### config.mk
export PLATFORM = sky130hd
export DESIGN_NAME = smc_top
export DESIGN_NICKNAME = d
export VERILOG_FILES = /design/src/inc/smc_pkg.sv /design/src/inc/smc_if.sv /design/src/core/smc_top.sv /design/src/core/smc_div.sv
export VERILOG_INCLUDE_DIRS = /design/src /design/src/inc
export SDC_FILE = /design/constraint.sdc
export NUM_CORES = 1
export LEC_CHECK = 0
export BUFFER_PORTS_ARGS = -buffer_cell sky130_fd_sc_hd__buf_2
export CORE_UTILIZATION = 47
export CTS_CLUSTER_SIZE = 30
export DETAILED_ROUTE_END_ITERATION = 6
export HOLD_SLACK_MARGIN = 0.05
export PLACE_DENSITY = 0.89
export SLEW_MARGIN = 20
export SYNTH_ARGS = -nofsm -noshare
export SYNTH_HDL_FRONTEND = slang
export SYNTH_SLANG_ARGS = --single-unit
### constraint.sdc
create_clock -name clk_sys_i -period 3.4 [get_ports clk_sys_i]
set_input_delay 0.68 -clock clk_sys_i [delete_from_list [all_inputs] [get_ports clk_sys_i]]
set_output_delay 0.68 -clock clk_sys_i [all_outputs]
set_load 0.02 [all_outputs]
### src/inc/smc_map.svh
// Purpose: Bit positions, reset values and counts of the stop-mode clock controller.
// Assumes: Both clock control registers are eight bits wide.
// Notes: Definitions only.
`ifndef SMC_MAP_SVH
`define SMC_MAP_SVH
// -----------------------------------------------------------------
// Clock control register A
// -----------------------------------------------------------------
`define SMC_A_SUB_ON 4
`define SMC_A_MAIN_STOP 5
`define SMC_A_DIV8 6
`define SMC_A_SRC_SEL 7
`define SMC_A_RST 8'h40
`define SMC_A_MASK 8'hf0
// -----------------------------------------------------------------
// Clock control register B
// -----------------------------------------------------------------
`define SMC_B_STOP_REQ 0
`define SMC_B_HIGH_DRIVE 5
`define SMC_B_DIV_LOW 6
`define SMC_B_DIV_HIGH 7
`define SMC_B_RST 8'h20
`define SMC_B_MASK 8'he1
// -----------------------------------------------------------------
// Interrupt priority and divider limits
// -----------------------------------------------------------------
`define SMC_PRIO_W 3
`define SMC_PRIO_OFF 3'h0
`define SMC_LIM_DIV1 4'h0
`define SMC_LIM_DIV2 4'h1
`define SMC_LIM_DIV4 4'h3
`define SMC_LIM_DIV8 4'h7
`define SMC_LIM_DIV16 4'hf
`define SMC_CNT_ZERO 4'h0
`define SMC_CNT_ONE 4'h1
`endif

### src/inc/smc_pkg.sv
// Purpose: Types shared by the stop-mode clock controller files.
// Assumes: Nothing beyond the map header.
// Notes: Types only; numbers live in the map header.
package smc_pkg;
  // -----------------------------------------------------------------
  // Types
  // -----------------------------------------------------------------
  typedef enum logic [2:0] {ST_HIGH_MID, ST_LOW_SPEED, ST_LOW_POWER, ST_STOP, ST_WAIT} smc_mode_t;
  typedef enum logic [2:0] {DIV_1, DIV_2, DIV_4, DIV_8, DIV_16} smc_ratio_t;
  typedef enum logic [1:0] {CO_SUB, CO_DIV8, CO_DIV32} smc_clock_output_pin_t;
endpackage : smc_pkg

### src/inc/smc_if.sv
// Purpose: Carries the division ratio and run state to the CPU clock divider.
// Assumes: One clock domain.
// Notes: The controller drives ratio and run, the divider answers with tick.
interface smc_if;
  smc_pkg::smc_ratio_t ratio;
  logic run;
  logic tick;
  modport ctl (output ratio, output run, input tick);
  modport div (input ratio, input run, output tick);
endinterface : smc_if

### src/core/smc_top.sv
// Purpose: Power mode and CPU clock state controller with stop-mode pin hold.
// Assumes: Register writes and bus pin levels come from logic on clk_sys_i.
// Notes: The NMI pin and peripheral requests are asynchronous and synchronised here.
// How it works
// - Expansion modes in stop: bus pins hold, strobes and hold/bus clock high.
// - Single-chip mode in stop: all pins act as ports and hold, except a sub clock output, which goes high.
// - Clock output in stop: high for sub clock in single-chip, disabled in expansion; held for divided sources.
// - Stop ends on reset, NMI falling edge or enabled peripheral interrupt.
// - A peripheral wake requests its service routine once the clock runs, unless an NMI falling edge wakes in the same cycle.
// - After a wake from stop the CPU runs on sub clock, else main divided by eight.
// - Leaving stop forces the divide-by-eight bit to one.
// - Setting the main-clock-stop bit forces the divide-by-eight bit to one.
// - Sub clock may be selected only while its oscillator runs.
// - Only high/middle to low-speed to low-power moves, and back.
// - Clearing the main-clock-stop bit restarts the main oscillator.
// - Writing the stop request bit from any run mode enters stop.
// - Wait instruction enters wait; stop and wait never move directly.
// - A hardware interrupt returns stop or wait to the run mode.
// - Ratio: divide-by-eight bit, else pair gives 1, 2, 4 or 16.
// - Sub oscillator bit starts or stops it without touching the ratio.
// - In high/middle-speed any ratio may change to any other.
// - Register A holds oscillator and source bits, B stop and ratio bits.
// - A stop request also sets divide-by-eight and high drive.
`include "smc_map.svh"
module smc_top #(
  parameter int unsigned NUM_IRQ = 8,
  parameter int unsigned NUM_PORT = 8
) (
  input wire logic clk_sys_i,
  input wire logic srst_i,
  input wire logic wr_a_i,
  input wire logic [7:0] wdata_a_i,
  input wire logic wr_b_i,
  input wire logic [7:0] wdata_b_i,
  input wire logic wait_exec_i,
  input wire logic nmi_n_i,
  input wire logic [NUM_IRQ-1:0] periph_irq_i,
  input wire logic [NUM_IRQ*`SMC_PRIO_W-1:0] irq_priority_field_i,
  input wire logic irq_en_flag_i,
  input wire logic single_chip_i,
  input wire smc_pkg::smc_clock_output_pin_t clock_output_pin_sel_i,
  input wire logic [19:0] bus_addr_i,
  input wire logic [15:0] bus_data_i,
  input wire logic [3:0] chip_select_n_i,
  input wire logic byte_high_enable_i,
  input wire logic [3:0] bus_strobe_n_i,
  input wire logic hold_acknowledge_i,
  input wire logic bus_clk_i,
  input wire logic bus_ale_i,
  input wire logic clock_output_pin_i,
  input wire logic [NUM_PORT-1:0] port_i,
  output logic [7:0] rdata_a_o,
  output logic [7:0] rdata_b_o,
  output smc_pkg::smc_mode_t mode_o,
  output smc_pkg::smc_ratio_t cpu_div_o,
  output logic cpu_clk_tick_o,
  output logic cpu_clk_sub_o,
  output logic main_osc_en_o,
  output logic sub_osc_en_o,
  output logic main_osc_high_drive_o,
  output logic isr_req_o,
  output logic nmi_req_o,
  output logic [19:0] bus_addr_o,
  output logic [15:0] bus_data_o,
  output logic [3:0] chip_select_n_o,
  output logic byte_high_enable_o,
  output logic [3:0] bus_strobe_n_o,
  output logic hold_acknowledge_o,
  output logic bus_clk_o,
  output logic bus_ale_o,
  output logic clock_output_pin_o,
  output logic clock_output_oe_o,
  output logic [NUM_PORT-1:0] port_o
);
  import smc_pkg::*;

  // -----------------------------------------------------------------
  // Declarations
  // -----------------------------------------------------------------
  smc_if cif ();
  smc_mode_t state_q;
  smc_mode_t run_mode;
  logic [7:0] reg_a_q;
  logic [7:0] reg_b_q;
  logic [NUM_IRQ-1:0] irq_meta_q;
  logic [NUM_IRQ-1:0] irq_sync_q;
  logic [NUM_IRQ-1:0] irq_ok;
  logic nmi_meta_q;
  logic nmi_sync_q;
  logic nmi_prev_q;
  logic nmi_fall;
  logic periph_wake;
  logic wake;
  logic stopped;
  logic in_run;
  logic src_sel;
  logic main_stop;
  logic sub_on;
  logic src_new;
  logic mstop_new;
  logic sub_new;
  logic isr_q;
  logic nmi_q;

  assign src_sel = reg_a_q[`SMC_A_SRC_SEL];
  assign main_stop = reg_a_q[`SMC_A_MAIN_STOP];
  assign sub_on = reg_a_q[`SMC_A_SUB_ON];
  assign stopped = (state_q == ST_STOP);
  assign in_run = (state_q != ST_STOP) && (state_q != ST_WAIT);

  // -----------------------------------------------------------------
  // Wake sources
  // -----------------------------------------------------------------
  always_ff @(posedge clk_sys_i)
  begin
    if (srst_i)
    begin
      nmi_meta_q <= 1'b1;
      nmi_sync_q <= 1'b1;
      nmi_prev_q <= 1'b1;
      irq_meta_q <= '0;
      irq_sync_q <= '0;
    end
    else
    begin
      nmi_meta_q <= nmi_n_i;
      nmi_sync_q <= nmi_meta_q;
      nmi_prev_q <= nmi_sync_q;
      irq_meta_q <= periph_irq_i;
      irq_sync_q <= irq_meta_q;
    end
  end

  assign nmi_fall = nmi_prev_q && !nmi_sync_q;

  // A source whose priority field is zero cannot wake the device at all.
  for (genvar i = 0; i < NUM_IRQ; i++)
  begin : g_irq
    assign irq_ok[i] = irq_sync_q[i] && irq_en_flag_i
                       && (irq_priority_field_i[i*`SMC_PRIO_W +: `SMC_PRIO_W] != `SMC_PRIO_OFF);
  end

  assign periph_wake = |irq_ok;
  assign wake = nmi_fall || periph_wake;

  // -----------------------------------------------------------------
  // Clock control register A
  // -----------------------------------------------------------------
  // Moves that would leave the CPU without a running clock are refused.
  assign src_new = wdata_a_i[`SMC_A_SRC_SEL] ? sub_on : main_stop;
  assign mstop_new = wdata_a_i[`SMC_A_MAIN_STOP] && src_sel && src_new;
  assign sub_new = wdata_a_i[`SMC_A_SUB_ON] || src_new;

  always_ff @(posedge clk_sys_i)
  begin
    if (srst_i)
      reg_a_q <= `SMC_A_RST;
    else if (stopped)
    begin
      if (wake)
        reg_a_q[`SMC_A_DIV8] <= 1'b1;
    end
    else if (in_run)
    begin
      if (wr_a_i)
      begin
        reg_a_q[`SMC_A_SRC_SEL] <= src_new;
        reg_a_q[`SMC_A_MAIN_STOP] <= mstop_new;
        reg_a_q[`SMC_A_SUB_ON] <= sub_new;
        reg_a_q[`SMC_A_DIV8] <= wdata_a_i[`SMC_A_DIV8] || (mstop_new && !main_stop);
      end
      if (wr_b_i && wdata_b_i[`SMC_B_STOP_REQ])
        reg_a_q[`SMC_A_DIV8] <= 1'b1;
    end
  end

  // -----------------------------------------------------------------
  // Clock control register B
  // -----------------------------------------------------------------
  always_ff @(posedge clk_sys_i)
  begin
    if (srst_i)
      reg_b_q <= `SMC_B_RST;
    else if (stopped)
    begin
      if (wake)
        reg_b_q[`SMC_B_STOP_REQ] <= 1'b0;
    end
    else if (in_run && wr_b_i)
    begin
      reg_b_q[`SMC_B_DIV_LOW] <= wdata_b_i[`SMC_B_DIV_LOW];
      reg_b_q[`SMC_B_DIV_HIGH] <= wdata_b_i[`SMC_B_DIV_HIGH];
      reg_b_q[`SMC_B_HIGH_DRIVE] <= wdata_b_i[`SMC_B_HIGH_DRIVE] || wdata_b_i[`SMC_B_STOP_REQ];
      reg_b_q[`SMC_B_STOP_REQ] <= wdata_b_i[`SMC_B_STOP_REQ];
    end
  end

  // -----------------------------------------------------------------
  // Mode state
  // -----------------------------------------------------------------
  always_comb
  begin
    if (!src_sel)
      run_mode = ST_HIGH_MID;
    else if (main_stop)
      run_mode = ST_LOW_POWER;
    else
      run_mode = ST_LOW_SPEED;
  end

  // The stop bit is seen one edge after its write, so the write is always complete.
  always_ff @(posedge clk_sys_i)
  begin
    if (srst_i)
      state_q <= ST_HIGH_MID;
    else
    begin
      case (state_q)
        ST_STOP:
          if (wake)
            state_q <= run_mode;
        ST_WAIT:
          if (wake)
            state_q <= run_mode;
        default:
          if (reg_b_q[`SMC_B_STOP_REQ])
            state_q <= ST_STOP;
          else if (wait_exec_i)
            state_q <= ST_WAIT;
          else
            state_q <= run_mode;
      endcase
    end
  end

  always_ff @(posedge clk_sys_i)
  begin
    if (srst_i)
    begin
      isr_q <= 1'b0;
      nmi_q <= 1'b0;
    end
    else
    begin
      isr_q <= !in_run && periph_wake && !nmi_fall;
      nmi_q <= !in_run && nmi_fall;
    end
  end

  // -----------------------------------------------------------------
  // CPU clock
  // -----------------------------------------------------------------
  always_comb
  begin
    if (reg_a_q[`SMC_A_DIV8])
      cif.ratio = DIV_8;
    else
    begin
      case ({reg_b_q[`SMC_B_DIV_HIGH], reg_b_q[`SMC_B_DIV_LOW]})
        2'h0: cif.ratio = DIV_1;
        2'h1: cif.ratio = DIV_2;
        2'h2: cif.ratio = DIV_4;
        default: cif.ratio = DIV_16;
      endcase
    end
  end

  assign cif.run = in_run;

  smc_div u_div (
    .clk_sys_i(clk_sys_i),
    .srst_i(srst_i),
    .ctl(cif.div)
  );

  assign cpu_clk_tick_o = cif.tick;
  assign cpu_div_o = cif.ratio;
  assign cpu_clk_sub_o = src_sel;
  assign main_osc_en_o = !main_stop && !stopped;
  assign sub_osc_en_o = sub_on && !stopped;
  assign main_osc_high_drive_o = reg_b_q[`SMC_B_HIGH_DRIVE];
  assign rdata_a_o = reg_a_q & `SMC_A_MASK;
  assign rdata_b_o = reg_b_q & `SMC_B_MASK;
  assign mode_o = state_q;
  assign isr_req_o = isr_q;
  assign nmi_req_o = nmi_q;

  // -----------------------------------------------------------------
  // Pins in stop mode
  // -----------------------------------------------------------------
  // Address latch enable is undefined in stop; it is parked low here in expansion modes and held in single-chip mode.
  always_ff @(posedge clk_sys_i)
  begin
    if (srst_i)
    begin
      bus_addr_o <= '0;
      bus_data_o <= '0;
      chip_select_n_o <= '1;
      byte_high_enable_o <= 1'b1;
      bus_strobe_n_o <= '1;
      hold_acknowledge_o <= 1'b1;
      bus_clk_o <= 1'b1;
      bus_ale_o <= 1'b0;
      clock_output_pin_o <= 1'b0;
      clock_output_oe_o <= 1'b1;
      port_o <= '0;
    end
    else if (!stopped)
    begin
      bus_addr_o <= bus_addr_i;
      bus_data_o <= bus_data_i;
      chip_select_n_o <= chip_select_n_i;
      byte_high_enable_o <= byte_high_enable_i;
      bus_strobe_n_o <= bus_strobe_n_i;
      hold_acknowledge_o <= hold_acknowledge_i;
      bus_clk_o <= bus_clk_i;
      bus_ale_o <= bus_ale_i;
      clock_output_pin_o <= clock_output_pin_i;
      clock_output_oe_o <= 1'b1;
      port_o <= port_i;
    end
    else if (single_chip_i)
    begin
      if (clock_output_pin_sel_i == CO_SUB)
        clock_output_pin_o <= 1'b1;
    end
    else
    begin
      bus_strobe_n_o <= '1;
      hold_acknowledge_o <= 1'b1;
      bus_clk_o <= 1'b1;
      bus_ale_o <= 1'b0;
      clock_output_oe_o <= (clock_output_pin_sel_i != CO_SUB);
    end
  end
endmodule : smc_top

### src/core/smc_div.sv
// Purpose: CPU clock divider producing one enable tick per divided period.
// Assumes: Ratio changes may land at any count.
// Notes: The count holds while the clock is not supplied.
`include "smc_map.svh"
module smc_div (
  input wire logic clk_sys_i,
  input wire logic srst_i,
  smc_if.div ctl
);
  import smc_pkg::*;
  logic [3:0] cnt_q;
  logic [3:0] lim;

  always_comb
  begin
    case (ctl.ratio)
      DIV_1: lim = `SMC_LIM_DIV1;
      DIV_2: lim = `SMC_LIM_DIV2;
      DIV_4: lim = `SMC_LIM_DIV4;
      DIV_8: lim = `SMC_LIM_DIV8;
      DIV_16: lim = `SMC_LIM_DIV16;
      default: lim = `SMC_LIM_DIV8;
    endcase
  end

  // Holding rather than clearing keeps stop and wait free of any clock phase jump.
  always_ff @(posedge clk_sys_i)
  begin
    if (srst_i)
      cnt_q <= `SMC_CNT_ZERO;
    else if (ctl.run)
      cnt_q <= (cnt_q >= lim) ? `SMC_CNT_ZERO : cnt_q + `SMC_CNT_ONE;
  end

  assign ctl.tick = ctl.run && (cnt_q >= lim);
endmodule : smc_div

==> impl_metrics.ini <==
[run_status]
outcome = finished, final reports clean

[synthesis]
yosys_register_bits = 94
yosys.area.top_type_share_pct = 52.8
synth_top_cell_by_area = dfxtp_1
syn-cell-area_sq_um = 3560
synth.distinct_cells = 43
netlist_instances = 414
yosysSeqAreaShare_pct = 52.8
avgSynthCellArea_sq_um = 8.60
synth_area_leaders = dfxtp_1 53%, nand2_1 12%, a21oi_1 7.2%
ys_warn_count = 0

[routing]
avgViaCountPerCell = 5.00
wl_per_cell_um = 12.7
wl_um = 8740
first_pass_iters = 4
drt_iter0_drc = 102
antenna_left = 0
vias = 3451
drc_errors = 0

[clock_network]
cts_sinks = 94
numCtsBuffers = 9
cts-root-buf = clkbuf_8
cts_setup_buffers = 0
ctsHoldBuffers = 0
clk_latency_ns = 0.35
cts_tree = done
clk_pin_slew_worst_paths_ns = 0.09
htreeDepth = 3
cts_resized = 0
cts.path.max_buffers = 2

[power]
max-vdd-ir-drop_mv = 0.324
total_power_mw = 2.36
p_leak_nw = 2.31
p_per_area_nw_per_um2 = 500

[floorplan]
initial_core_util_pct = 48.9
rows = 31
pin_count = 202
dieArea_sq_um = 7930
dieHeight_um = 89.1
fp.dieW_um = 89.1
coreArea_sq_um = 7290

[sta]
rsz0062_at_grt = no
setup_tns_ns = 0
final-hold-violation-count = 0
fmax_ghz = 0.345
fin_skew_ns = 0.0111
slew_violations = 0
slew_headroom_pct = 47.6
setup_viol = 0
finalCriticalPeriod_ns = 2.90
tightest_slew_ns = 0.787
fin_crit_sh_pct = 85.3

[hold_path]
min_path_type = register to register
min_from = nmi_meta_q

[grt]
grt_max_degree = 81
grt-ovfl-total = 0
grt_first_pass_wirelength_um = 13200
antenna_found_initial = 0
grt_pass1_vias = 3066
gr-usage-all-layers_pct = 21.2

[placed_design]
place_congestion = 0.809
dp_hpwl_um = 6250
port_buffers = 185

[worst_setup_path]
cp_slowest_cell = dfxtp_1
max_stage_delay_ns = 0.37
reg2reg_from = reg_b_q[7]
critPathCaptureType = output port
cp-start-kind = register
critPathMaxFanout = 7
path_class = register to output port
required_ns = 2.72
crit_family = compound AO/OA/AOI/OAI gates
path_cells = nor2_1, nand2_1, ha_1, nand2b_1, a21o_1, a211o_1, o211a_1, buf_2
worstPathArrival_ns = 2.22
critPathBufInv = 1
cp-startpoint = reg_b_q[7]

[cells_and_area]
layout-drive-gt1-share_pct = 35.7
final_common_cell = buf_2
mostFrequentLayoutCells = 185 x buf_2, 110 x nand2_1, 94 x dfxtp_1
fillers = 637
area_delta_synth_final_pct = 32.6
nNetsFinal = 706
antenna_cells = 0

[flow_run]
drv_cap = 0
-- cell families after synthesis --
| group | synth area share (%) |
|---|---|
| buffers and inverters | 5.30 |
| XOR/XNOR | 0.738 |
| flip-flops | 52.8 |
| other | 0.105 |
| adder cells (fa/ha/maj) | 1.76 |
| AO/OA/AOI/OAI | 14.3 |
| multiplexers | 0.843 |
| AND/OR/NAND/NOR | 24.1 |
-- metrics by stage --
step | utilization [%] | std cells | setup slack (ns) | hold slack [ns] | cell area [sq um]
floorplan | - | 421 | 1.05 | 0.389 | 3590
detailed placement | 61.7 | 674 | 0.862 | 0.397 | 4500
CTS | 64.8 | 690 | 0.475 | 0.419 | 4720
global route | 64.8 | 690 | 0.377 | 0.432 | 4720
global placement | 61.7 | 674 | 0.966 | 0.396 | 4500
finish | 64.8 | 690 | 0.499 | 0.416 | 4720
-- layer usage --
layer | GRT usage [%] | part of all wire (%)
met5 | 0 | 0
met4 | 7.94 | 1.4
met3 | 4.25 | 6.4
met2 | 38.9 | 50
met1 | 24.4 | 42
-- worst paths after layout --
check                                 endpoint  slack (ns)  cells past startpoint
worst max-delay path            cpu_clk_tick_o        0.50                      8
worst min-delay path                nmi_sync_q        0.42                      1
worst min register to register      nmi_sync_q        0.42                      1
worst max register to register  u_div.cnt_q[2]        1.46                      8
-- power by group --
group	internal [mW]	switching, mW
Clock	0.424	0.396
Combinational	0.143	0.197
Sequential	1.16	0.0381
Total	1.73	0.631
-- state kept, by name, indices dropped and copies added, names as in the netlist, 8 cells and up --
register and count:
irq_sync_q 8, irq_meta_q 8, bus_data_o 16, port_o 8
bus_addr_o 20
-- synth_stat cells --
| master | instances |
|---|---|
| clkbuf_1 | 23 |
| o21ai_0 | 7 |
| nand3_1 | 9 |
| nor2_1 | 13 |
| a31oi_1 | 1 |
| nor3_1 | 8 |
| a22oi_1 | 1 |
| and4_1 | 1 |
| o21ai_1 | 1 |
| and4b_1 | 1 |
| a21oi_1 | 51 |
| ha_1 | 5 |
| nor4_4 | 1 |
| dfxtp_1 | 94 |
| a211oi_1 | 1 |
| a21o_1 | 2 |
| a2bb2oi_1 | 2 |
| nor4_1 | 2 |
| nand2_1 | 110 |
| nor3b_1 | 9 |
| o211a_1 | 1 |
| or2_2 | 3 |
| o21bai_1 | 2 |
| and3b_1 | 1 |
| conb_1 | 1 |
| o311ai_0 | 8 |
| o211ai_1 | 3 |
| nand4_1 | 3 |
| nor2_2 | 1 |
| and2_1 | 1 |
| a311oi_1 | 1 |
| o2111ai_1 | 1 |
| mux2i_1 | 3 |
| nand2b_1 | 2 |
| inv_1 | 4 |
| xnor2_1 | 2 |
| xor2_1 | 1 |
| nor2b_1 | 18 |
| buf_2 | 1 |
| a211o_1 | 1 |
| buf_4 | 11 |
| o2bb2ai_1 | 2 |
| nand3b_1 | 1 |
-- cell type report --
| cell class | count | area, sq um | area share (%) |
|---|---|---|---|
| clock buffers | 9 | 124 | 2.62 |
| clock inverters | 7 | 104 | 2.20 |
| inverters | 4 | 15.0 | 0.318 |
| multi-input cells | 288 | 1520 | 32.2 |
| flip-flops and latches | 94 | 1880 | 39.8 |
| well taps | 99 | 124 | 2.62 |
| repair buffers | 189 | 956 | 20.2 |
No activity file was read; power rests on OpenSTA's default activity.
